<file path="src/touch_key_pkg.sv">
// Constants and register map of the touch-key status and tuning block
// ==========================================================================
// How it works
// - Two bytes carry sixteen key detect bits
// - Status byte change pulls change line low
// - Slider position held as read-only byte
// - Input pins 1-3 in bits 2-4, outputs zero
// - Input pins sampled once per 16 ms
// - Read-only sub-revision byte
// - Non-zero write starts recalibration of keys
// - Non-zero write resets device to defaults
// - Stop acking, release change, then reset
// - Sleep interval value times 16 ms
// - Sleep interval zero stops all measurements
// - Sleep interval resets to one
// - Burst repeat low six bits, host avoids zero
// - Reference tracks slowly only outside detection
// - Slew-limited reference steps trigger threshold recompute
// - Drift rate seven bits, 0.16 s per step
// - Drift rate zero disables that direction
// - Drift rates reset to 20 and 5
// - Per-key counter counts over-threshold acquisitions
// - Below-threshold acquisition clears the counter
// - Integrator limit five bits, needs limit plus one
// - Change released after host reads changed bytes
// - Change output is active-low open drain
package touch_key_pkg;

   // ========================================================================
   // Register offsets
   localparam logic [7:0] REG_KEY_LO = 8'h03;
   localparam logic [7:0] REG_KEY_HI = 8'h04;
   localparam logic [7:0] REG_SLIDER = 8'h05;
   localparam logic [7:0] REG_INPUTS = 8'h06;
   localparam logic [7:0] REG_SUBREV = 8'h07;
   localparam logic [7:0] REG_RECAL = 8'h0a;
   localparam logic [7:0] REG_SOFT_RST = 8'h0b;
   localparam logic [7:0] REG_SLEEP = 8'h0c;
   localparam logic [7:0] REG_BURST = 8'h0d;
   localparam logic [7:0] REG_NEG_RATE = 8'h0f;
   localparam logic [7:0] REG_POS_RATE = 8'h10;
   localparam logic [7:0] REG_LIMIT = 8'h11;
   localparam logic [7:0] REG_LAST = 8'hff;

   // ========================================================================
   // Field widths and positions
   localparam int BURST_W = 6;
   localparam int RATE_W = 7;
   localparam int LIMIT_W = 5;
   localparam int DI_W = 6;
   localparam int KEYS = 16;
   localparam int GPIO_N = 3;
   localparam int GPIO_LSB = 2;

   // ========================================================================
   // Reset values
   localparam logic [7:0] SLEEP_RST = 8'h01;
   localparam logic [BURST_W-1:0] BURST_RST = 6'h01;
   localparam logic [RATE_W-1:0] NEG_RATE_RST = 7'h14;
   localparam logic [RATE_W-1:0] POS_RATE_RST = 7'h05;
   localparam logic [LIMIT_W-1:0] LIMIT_RST = 5'h03;

   // Identity values, arbitrary
   localparam logic [7:0] SUB_REVISION = 8'h00;
   localparam logic [4:0] DEV_ADDR_HI = 5'h03;

   // ========================================================================
   // Timing
   localparam int CLK_PERIOD_PS = 4000;
   localparam int CYCLE_MS = 16;
   localparam int TRACK_UNIT_MS = 160;
   localparam int CYCLE_CLKS = (CYCLE_MS * 1000000) / (CLK_PERIOD_PS / 1000);
   localparam int TRACK_DIV = TRACK_UNIT_MS / CYCLE_MS;

   // ========================================================================
   // Serial slave and soft-reset states
   typedef enum logic [2:0] {
      I_IDLE,
      I_RX,
      I_ACK,
      I_TX,
      I_HACK
   } link_state_type;

   typedef enum logic [1:0] {
      STG_DEV,
      STG_REG,
      STG_DATA
   } byte_stage_type;

   typedef enum logic [1:0] {
      RS_NONE,
      RS_ARMED,
      RS_BLOCK
   } soft_reset_type;

endpackage : touch_key_pkg

</file>
<file path="src/touch_key_status_and_tuning.sv">
// Touch-key status, tuning registers and serial register access
`timescale 1ns/10ps
`default_nettype none

module touch_key_status_and_tuning
   import touch_key_pkg::*;
#(
   parameter int unsigned CYCLE_CLKS_P = CYCLE_CLKS
) (
   // Clock and reset
   input wire logic ref_clk_i,
   input wire logic rst_b_i,
   // Serial register link
   input wire logic scl_i,
   input wire logic sda_i,
   output logic sda_o,
   output logic sda_oe_o,
   input wire logic [1:0] addr_sel_i,
   // Change notification pin
   output logic change_n_o,
   output logic change_oe_o,
   // Acquisition results
   input wire logic acq_done_i,
   input wire logic [KEYS-1:0] key_over_thr_i,
   input wire logic [KEYS-1:0] key_above_ref_i,
   input wire logic [KEYS-1:0] key_below_ref_i,
   input wire logic [7:0] slider_pos_i,
   // General-purpose pins
   input wire logic [GPIO_N-1:0] gpio_level_i,
   input wire logic [GPIO_N-1:0] gpio_is_output_i,
   // Measurement control
   output logic meas_start_o,
   output logic low_power_o,
   output logic [BURST_W-1:0] burst_repeat_count_o,
   output logic recal_start_o,
   output logic [KEYS-1:0] ref_up_o,
   output logic [KEYS-1:0] ref_down_o
);

   // ========================================================================
   // State
   typedef struct packed {
      logic [31:0] cyc_cnt;
      logic [7:0] sleep_cnt;
      logic [3:0] track_div;
      logic [RATE_W-1:0] neg_cnt;
      logic [RATE_W-1:0] pos_cnt;
      soft_reset_type rst_stage;
      // Serial slave
      link_state_type ist;
      byte_stage_type stage;
      logic scl_q;
      logic sda_q;
      logic sda_oe;
      logic rw;
      logic [3:0] bit_cnt;
      logic [7:0] shift;
      logic [7:0] ptr;
      // Registers
      logic [7:0] recal;
      logic [7:0] soft_rst;
      logic [7:0] sleep;
      logic [BURST_W-1:0] burst;
      logic [RATE_W-1:0] neg_rate;
      logic [RATE_W-1:0] pos_rate;
      logic [LIMIT_W-1:0] limit;
      // Status
      logic [KEYS-1:0] detect;
      logic [KEYS-1:0][DI_W-1:0] di_cnt;
      logic [7:0] slider;
      logic [GPIO_N-1:0] gpio;
      logic [3:0] changed;
      // Pulsed outputs
      logic meas_start;
      logic recal_start;
      logic [KEYS-1:0] ref_up;
      logic [KEYS-1:0] ref_down;
   } state_type;

   state_type q;
   state_type n;

   logic cycle_tick;
   logic track_tick;
   logic scl_rise;
   logic scl_fall;
   logic start_c;
   logic stop_c;
   logic blocking;
   logic neg_step;
   logic pos_step;
   logic [6:0] dev_addr;
   logic [DI_W-1:0] need;
   logic [KEYS-1:0] det_next;
   logic [7:0] rd;

   // ========================================================================
   // Defaults after power-on or commanded reset
   function automatic state_type reset_state();
      state_type s;
      s = '0;
      s.rst_stage = RS_NONE;
      s.ist = I_IDLE;
      s.stage = STG_DEV;
      s.scl_q = 1'b1;
      s.sda_q = 1'b1;
      s.sleep = SLEEP_RST;
      s.burst = BURST_RST;
      s.neg_rate = NEG_RATE_RST;
      s.pos_rate = POS_RATE_RST;
      s.limit = LIMIT_RST;
      return s;
   endfunction : reset_state

   // Register read decode
   function automatic logic [7:0] reg_read(input logic [7:0] a, input state_type s);
      logic [7:0] v;
      v = 8'h00;
      unique case (a)
         REG_KEY_LO: v = s.detect[7:0];
         REG_KEY_HI: v = s.detect[15:8];
         REG_SLIDER: v = s.slider;
         REG_INPUTS: v = {3'h0, s.gpio, 2'h0};
         REG_SUBREV: v = SUB_REVISION;
         REG_RECAL: v = s.recal;
         REG_SOFT_RST: v = s.soft_rst;
         REG_SLEEP: v = s.sleep;
         REG_BURST: v = {2'h0, s.burst};
         REG_NEG_RATE: v = {1'b0, s.neg_rate};
         REG_POS_RATE: v = {1'b0, s.pos_rate};
         REG_LIMIT: v = {3'h0, s.limit};
         default: v = 8'h00;
      endcase
      return v;
   endfunction : reg_read

   // ========================================================================
   // Next-state logic
   always_comb begin
      n = q;
      n.meas_start = 1'b0;
      n.recal_start = 1'b0;
      n.ref_up = '0;
      n.ref_down = '0;
      n.scl_q = scl_i;
      n.sda_q = sda_i;
      cycle_tick = (q.cyc_cnt == 32'(CYCLE_CLKS_P - 1));
      n.cyc_cnt = cycle_tick ? 32'h0 : q.cyc_cnt + 32'h1;
      scl_rise = scl_i & ~q.scl_q;
      scl_fall = ~scl_i & q.scl_q;
      start_c = q.scl_q & scl_i & q.sda_q & ~sda_i;
      stop_c = q.scl_q & scl_i & ~q.sda_q & sda_i;
      blocking = (q.rst_stage == RS_BLOCK);
      dev_addr = {DEV_ADDR_HI, addr_sel_i};
      rd = reg_read(q.ptr, q);
      track_tick = 1'b0;
      neg_step = 1'b0;
      pos_step = 1'b0;
      need = {1'b0, q.limit} + 6'h01;
      det_next = q.detect;

      // Serial slave
      if (start_c) begin
         n.ist = I_RX;
         n.stage = STG_DEV;
         n.bit_cnt = 4'h0;
         n.sda_oe = 1'b0;
      end else if (stop_c) begin
         n.ist = I_IDLE;
         n.sda_oe = 1'b0;
      end else begin
         unique case (q.ist)
            I_IDLE: begin
               n.sda_oe = 1'b0;
            end
            I_RX: begin
               if (scl_rise) begin
                  n.shift = {q.shift[6:0], sda_i};
                  n.bit_cnt = q.bit_cnt + 4'h1;
               end else if (scl_fall && q.bit_cnt == 4'h8) begin
                  n.bit_cnt = 4'h0;
                  n.ist = I_ACK;
                  n.sda_oe = 1'b1;
                  unique case (q.stage)
                     STG_DEV: begin
                        if (q.shift[7:1] != dev_addr || blocking) begin
                           n.ist = I_IDLE;
                           n.sda_oe = 1'b0;
                        end else begin
                           n.rw = q.shift[0];
                           n.stage = q.shift[0] ? STG_DATA : STG_REG;
                        end
                     end
                     STG_REG: begin
                        n.ptr = q.shift;
                        n.stage = STG_DATA;
                     end
                     default: begin
                        if (blocking) begin
                           n.ist = I_IDLE;
                           n.sda_oe = 1'b0;
                        end else begin
                           if (q.ptr != REG_LAST) begin
                              n.ptr = q.ptr + 8'h01;
                           end
                           unique case (q.ptr)
                              REG_RECAL: begin
                                 n.recal = q.shift;
                                 n.recal_start = (q.shift != 8'h00);
                              end
                              REG_SOFT_RST: begin
                                 n.soft_rst = q.shift;
                                 if (q.shift != 8'h00 && q.rst_stage == RS_NONE) begin
                                    n.rst_stage = RS_ARMED;
                                 end
                              end
                              REG_SLEEP: n.sleep = q.shift;
                              REG_BURST: n.burst = q.shift[BURST_W-1:0];
                              REG_NEG_RATE: n.neg_rate = q.shift[RATE_W-1:0];
                              REG_POS_RATE: n.pos_rate = q.shift[RATE_W-1:0];
                              REG_LIMIT: n.limit = q.shift[LIMIT_W-1:0];
                              default: n.recal = q.recal;
                           endcase
                        end
                     end
                  endcase
               end
            end
            I_ACK: begin
               if (scl_fall) begin
                  n.sda_oe = 1'b0;
                  n.ist = I_RX;
                  if (q.rw) begin
                     // Load next byte; reading a status byte releases its change flag
                     n.shift = rd;
                     n.sda_oe = ~rd[7];
                     n.bit_cnt = 4'h0;
                     n.ist = I_TX;
                     if (q.ptr != REG_LAST) begin
                        n.ptr = q.ptr + 8'h01;
                     end
                     if (q.ptr >= REG_KEY_LO && q.ptr <= REG_INPUTS) begin
                        n.changed[q.ptr[1:0] + 2'h1] = 1'b0;
                     end
                  end
               end
            end
            I_TX: begin
               if (scl_rise) begin
                  n.bit_cnt = q.bit_cnt + 4'h1;
               end else if (scl_fall) begin
                  if (q.bit_cnt == 4'h8) begin
                     n.sda_oe = 1'b0;
                     n.ist = I_HACK;
                  end else begin
                     n.shift = {q.shift[6:0], 1'b0};
                     n.sda_oe = ~q.shift[6];
                  end
               end
            end
            I_HACK: begin
               if (scl_rise) begin
                  n.ist = sda_i ? I_IDLE : I_ACK;
               end
            end
            default: n.ist = I_IDLE;
         endcase
      end

      // Measurement cycle timing
      if (cycle_tick) begin
         n.gpio = gpio_level_i & ~gpio_is_output_i;
         if (n.gpio != q.gpio) begin
            n.changed[3] = 1'b1;
         end
         if (q.sleep == 8'h00) begin
            n.sleep_cnt = 8'h00;
         end else if (q.sleep_cnt + 8'h01 >= q.sleep) begin
            n.sleep_cnt = 8'h00;
            n.meas_start = (n.sleep != 8'h00);
         end else begin
            n.sleep_cnt = q.sleep_cnt + 8'h01;
         end
         track_tick = (q.track_div == 4'(TRACK_DIV - 1));
         n.track_div = track_tick ? 4'h0 : q.track_div + 4'h1;
      end

      // Drift tracking rate counters
      if (track_tick) begin
         if (q.neg_rate == '0) begin
            n.neg_cnt = '0;
         end else if (q.neg_cnt + 7'h01 >= q.neg_rate) begin
            n.neg_cnt = '0;
            neg_step = 1'b1;
         end else begin
            n.neg_cnt = q.neg_cnt + 7'h01;
         end
         if (q.pos_rate == '0) begin
            n.pos_cnt = '0;
         end else if (q.pos_cnt + 7'h01 >= q.pos_rate) begin
            n.pos_cnt = '0;
            pos_step = 1'b1;
         end else begin
            n.pos_cnt = q.pos_cnt + 7'h01;
         end
      end
      // One-level reference steps; threshold recompute follows each step
      n.ref_down = {KEYS{neg_step}} & ~q.detect & ~key_over_thr_i & key_below_ref_i;
      n.ref_up = {KEYS{pos_step}} & ~q.detect & ~key_over_thr_i & key_above_ref_i;

      // Detection integrators and slider capture
      if (acq_done_i) begin
         for (int k = 0; k < KEYS; k++) begin
            if (key_over_thr_i[k]) begin
               if (q.di_cnt[k] < need) begin
                  n.di_cnt[k] = q.di_cnt[k] + 6'h01;
               end
               det_next[k] = (n.di_cnt[k] >= need);
            end else begin
               n.di_cnt[k] = '0;
               det_next[k] = 1'b0;
            end
         end
         n.detect = det_next;
         n.slider = slider_pos_i;
         if (det_next[7:0] != q.detect[7:0]) begin
            n.changed[0] = 1'b1;
         end
         if (det_next[15:8] != q.detect[15:8]) begin
            n.changed[1] = 1'b1;
         end
         if (slider_pos_i != q.slider) begin
            n.changed[2] = 1'b1;
         end
      end

      // Commanded reset: block the link for one cycle, then restore defaults
      if (cycle_tick && q.rst_stage == RS_ARMED) begin
         n.rst_stage = RS_BLOCK;
      end else if (cycle_tick && blocking) begin
         n = reset_state();
      end
   end

   always_ff @(posedge ref_clk_i or negedge rst_b_i) begin
      if (!rst_b_i) begin
         q <= reset_state();
      end else begin
         q <= n;
      end
   end

   // ========================================================================
   // Outputs
   assign sda_o = 1'b0;
   assign sda_oe_o = q.sda_oe;
   assign change_n_o = 1'b0;
   assign change_oe_o = (|q.changed) & (q.rst_stage != RS_BLOCK);
   assign meas_start_o = q.meas_start;
   assign low_power_o = (q.sleep == 8'h00);
   assign burst_repeat_count_o = q.burst;
   assign recal_start_o = q.recal_start;
   assign ref_up_o = q.ref_up;
   assign ref_down_o = q.ref_down;

endmodule : touch_key_status_and_tuning

`default_nettype wire

</file>
<file path="config.mk">
export PLATFORM = sky130hd
export DESIGN_NAME = touch_key_status_and_tuning
export DESIGN_NICKNAME = d
export VERILOG_FILES = /design/src/touch_key_pkg.sv /design/src/touch_key_status_and_tuning.sv
export SDC_FILE = /design/constraint.sdc
export NUM_CORES = 1
export LEC_CHECK = 0
export ABC_AREA = 1
export BUFFER_PORTS_ARGS = -buffer_cell sky130_fd_sc_hd__buf_2
export CORE_UTILIZATION = 45
export CTS_CLUSTER_SIZE = 30
export DETAILED_ROUTE_END_ITERATION = 6
export SYNTH_ARGS = -nofsm -noshare
export SYNTH_HDL_FRONTEND = slang
export SYNTH_SLANG_ARGS = --single-unit
</file>
<file path="constraint.sdc">
create_clock -name ref_clk_i -period 6.5 [get_ports ref_clk_i]
set_input_delay 0 -clock ref_clk_i [delete_from_list [all_inputs] [get_ports ref_clk_i]]
set_output_delay 0 -clock ref_clk_i [all_outputs]
set_load 0.1 [all_outputs]
</file>
## Word level (Yosys, flattened, before mapping)

Cells that the tools add are included.

- Register bits after elaboration: 299
- Input bits: 69
- Output and inout port bits: 45
- Logic and storage cells: 425

- Add/subtract/negate cells: 25
- $lt $le $gt $ge: 39
- Equality and inequality tests: 33
- Muxes and demuxes: 234
- Bitwise logic cells: 26
- Reductions and logical operators: 22

Operators by type and width:

| operator | count |
|---|---|
| $mux 57 | 12 |
| $mux 6 | 70 |
| $mux 299 | 1 |
| $mux 239 | 1 |
| $mux 120 | 1 |
| $mux 20 | 5 |
| $mux 49 | 2 |
| $add 6x1->6 const B | 16 |
| $and 16x16->16 | 6 |
| $ge 6x6->1 | 16 |
| $lt 6x6->1 | 16 |
| $pmux 8 s11 | 1 |
| $mux 8 | 10 |
| $mux 70 | 1 |
| $mux 1 | 68 |
| $mux 65 | 1 |
| $mux 58 | 1 |
| $mux 7 | 8 |
| $mux 4 | 11 |
| $eq 8x4->1 const B | 5 |
| $mux 2 | 20 |
| $pmux 12 s3 | 1 |
| $add 32x1->32 const B | 1 |
| $eq 32x22->1 const B | 1 |
| other kinds (55) | 104 |

## Longest topological paths before layout

- Depth in word-level cells: 24
- Mapped depth: 34
- Mapped depth without buffers: 34

## Worst setup path after synthesis

No wires, ideal clock.

- Path kind: flip-flop to flip-flop
- Start point: register q[161] (netlist name)
- End point: register q[34] (netlist name)
- Setup time: 136 ps
- Arrival: 4674 ps
- Required time: 6364 ps
- Path slack: 1690 ps
- Cell stages (with the launch flop): 28
- Buffers on the path: 0
- Clock period less this slack: 4810 ps
- Path through: dfstp_2 -> ha_1 -> xnor2_1 -> ha_1 -> nand2_1 -> nand2_1 -> o21ai_0 -> nand2_1 -> nand2_1 -> nand2_1 -> nor2_1 -> inv_1 -> nor3_1 -> xor2_1 -> inv_1 -> ha_1 -> a21oi_1 -> or2_2 -> nand2_1 -> nand2_1 -> nand2_1 -> nand3_1 -> nand2_1 -> nand2_1 -> nor2_1 -> nand2_1 -> nand2_1 -> a21oi_1

RTL lines:

| what | RTL line | RTL |
|---|---|---|
| start, declared | touch_key_status_and_tuning.sv:80 | `state_type q;` |
| start signal, assigned | touch_key_status_and_tuning.sv:347 | `q <= reset_state();` |
| start signal, assigned | touch_key_status_and_tuning.sv:349 | `q <= n;` |

==> reports/qor.csv <==
metric,value,unit
skew,0.01765,ns
r2r_start,q[161],
insertion_delay,0.58,ns
wl_met2,30.42,mm
synthDistinctLibCells,60,
grt_pass1_wl,103.3,mm
numCtsBuffers,39,
antenna_found_initial,0,
ys.flop_type,dfrtp_1,
setup_viol,0,
wirelength,63.96,mm
reg2regPathDepth,28,
clock_sinks,299,
utilization,0.5264,
max-vdd-ir-drop,0.1728,mV
fin_crit_sh,0.7253,
die_h,224,um
clockBufferDepth,3,
path_common_cell,nand2_1,
worstPathRequired,6.92,ns
grtUsageTotal,0.2585,
layout.cells.non_filler,3830,
grt_pass1_vias,19790,
io_pins,114,
hold_path.class,in2async,
cts_tree,built,
min_period,4.715,ns
drc,0,
avgSynthCellArea,7.430,um2
clockRootBuffer,clkbuf_16,
synth-seq-cells,299,
hold_buffers,98,
drv_slew,0,
maxCapViolCount,0,
wire_per_inst,16.70,um
p_leak,13.05,nW
placedInstanceArea,0.02312,mm2
vias,20100,
syn_area,0.02218,mm2
grt.overflow.total,0,
dp_slack,1.835,ns
slew_headroom,0.3267,
stdcell_area,0.02534,mm2
post-place-cells,3661,
drtPass1Iterations,5,
fmaxAchievable,212.1,MHz
worstMarginPinSlew,1.009,ns
htreeDepth,2,
whs,0.02643,ns
grt_max_degree,135,
fp.dieW,224,um
gp_congestion,0.9183,
core_area,0.04815,mm2
rows,80,
power,7.213,mW
rsz0062_at_grt,false,
ant_nets,0,
drive_above_1_share,0.1002,
status,"complete, no violations",
die_area,0.05018,mm2
cts_resized,0,
dr_wl_met3,3.910,mm
path_clk_slew,0.06,ns
postCtsSetupBuffers,0,
slowest_delay,0.58,ns
drt-initial-drc-count,1514,
crit_path_max_fanout,24,
m1WireLength,27.56,mm
setup_tns,0,ns
place.detailed.hpwl,44.30,mm
viasPerCell,5.248,
startpoint_type,register,
arrival,5.14,ns
postSynth.asyncResetShare,1.000,
powerDensity,284.6,mW/mm2
synth_cells,2985,
nets,3393,
syn_to_final_growth,14.28,%
reg2reg_slack,1.79,ns
yosys_warnings,0,
n_antenna_cell,0,
synth_edf_count,0,
initial_core_util,0.4606,
r2r-end,q[35],
crit_type,reg2reg,
setup_slack,1.785,ns
port_buffers,111,
worst_setup_path_end_kind,register,
top_layer,met4,
seq_area_frac_synth,0.3379,
cp_slowest_cell,dfstp_2,
finalHoldViolCount,0,
==> worst max-delay path by stage <==
stage / from / cells past startpoint / to / slack [ns]
floorplan: q[161] / 27 / q[34] / 1.69
global placement: q[161] / 23 / q[35] / 1.95
global route: q[161] / 28 / q[35] / 1.33
CTS: q[161] / 28 / q[35] / 1.81
finish: q[161] / 28 / q[35] / 1.79
detailed placement: q[161] / 24 / q[35] / 1.84
==> cell type report <==
| type | count | area, um2 |
|---|---|---|
| Inverter | 636 | 2387 |
| Timing Repair Buffer | 224 | 1687 |
| Tap cell | 656 | 820.8 |
| Clock inverter | 10 | 115.1 |
| Clock buffer | 61 | 1129 |
| Fill cell | 4649 | 22800 |
| Multi-Input combinational cell | 1944 | 11710 |
| Sequential cell | 299 | 7495 |
==> routing by layer <==
metal  up-vias  global-route usage
li1       9934                   -
met1      9478              0.3307
met2       574              0.4370
met3       115             0.04197
met4         0             0.09655
met5         -                   0
==> worst max-delay path: cells and delay by family (launching register included) <==
| kind | cells | cell delay, ns |
|---|---|---|
| xor+xnor | 1 | 0.26 |
| fa+ha+maj | 3 | 0.77 |
| simple gates | 18 | 1.99 |
| compound gates | 3 | 0.22 |
| flops | 1 | 0.58 |
| buf+inv | 3 | 0.72 |
==> placed cells by master, fill, tap and decap left out, drive strengths merged, types with 11 or more instances in the layout <==
master,n
o22ai,108
nor2,251
or2,45
nand4,20
a21oi,144
ha,180
nor4b,32
dlygate4sd3,98
a221oi,21
nor4,30
nand3,135
o211ai,16
o21ai,164
buf,126
a211oi,14
xor2,109
inv,634
clkbuf,61
dfrtp,289
nand2,536
a21boi,11
nor3,41
==> cells by family after synthesis <==
logic type               after synthesis  synth area share
AND/OR/NAND/NOR                     1099            0.2316
buffers and inverters                743            0.1351
flip-flops                           299            0.3379
XOR/XNOR                             119           0.04700
AO/OA/AOI/OAI                        541            0.1452
multiplexers                           3          0.001523
adder cells (fa/ha/maj)              180            0.1016
other                                  1         0.0001691
==> cells in the mapped netlist (all sizes together), types with 8 or more instances <==
cell,instances,area share
nand2,536,0.092
a22oi,10,0.0034
o21a,8,0.0027
o22ai,108,0.030
a221oi,21,0.0083
dfstp,10,0.012
ha,180,0.10
nand4,20,0.0059
nand3,135,0.032
nor4,30,0.012
o21ai,164,0.037
a21boi,11,0.0037
o211ai,16,0.0054
a21oi,144,0.032
xor2,109,0.043
or2,45,0.013
a21o,10,0.0034
xnor2,10,0.0039
dfrtp,289,0.33
a211oi,14,0.0047
clkbuf,40,0.0068
nor4b,32,0.018
inv,633,0.11
buf,67,0.021
nor3,41,0.012
nor2,251,0.044
==> registers in the layout, summed over array words and instances (netlist names) <==
signal / count
recal_start_o: 1
q: 258
ref_down_o: 16
burst_repeat_count_o: 6
ref_up_o: 16
meas_start_o: 1
sda_oe_o: 1
==> power breakdown <==
group          internal, mW  switching (mW)
sequential             2.09           0.328
combinational         0.987            1.68
clock                  1.24           0.882
total                  4.32            2.89
No activity file was read; power rests on OpenSTA's default activity.
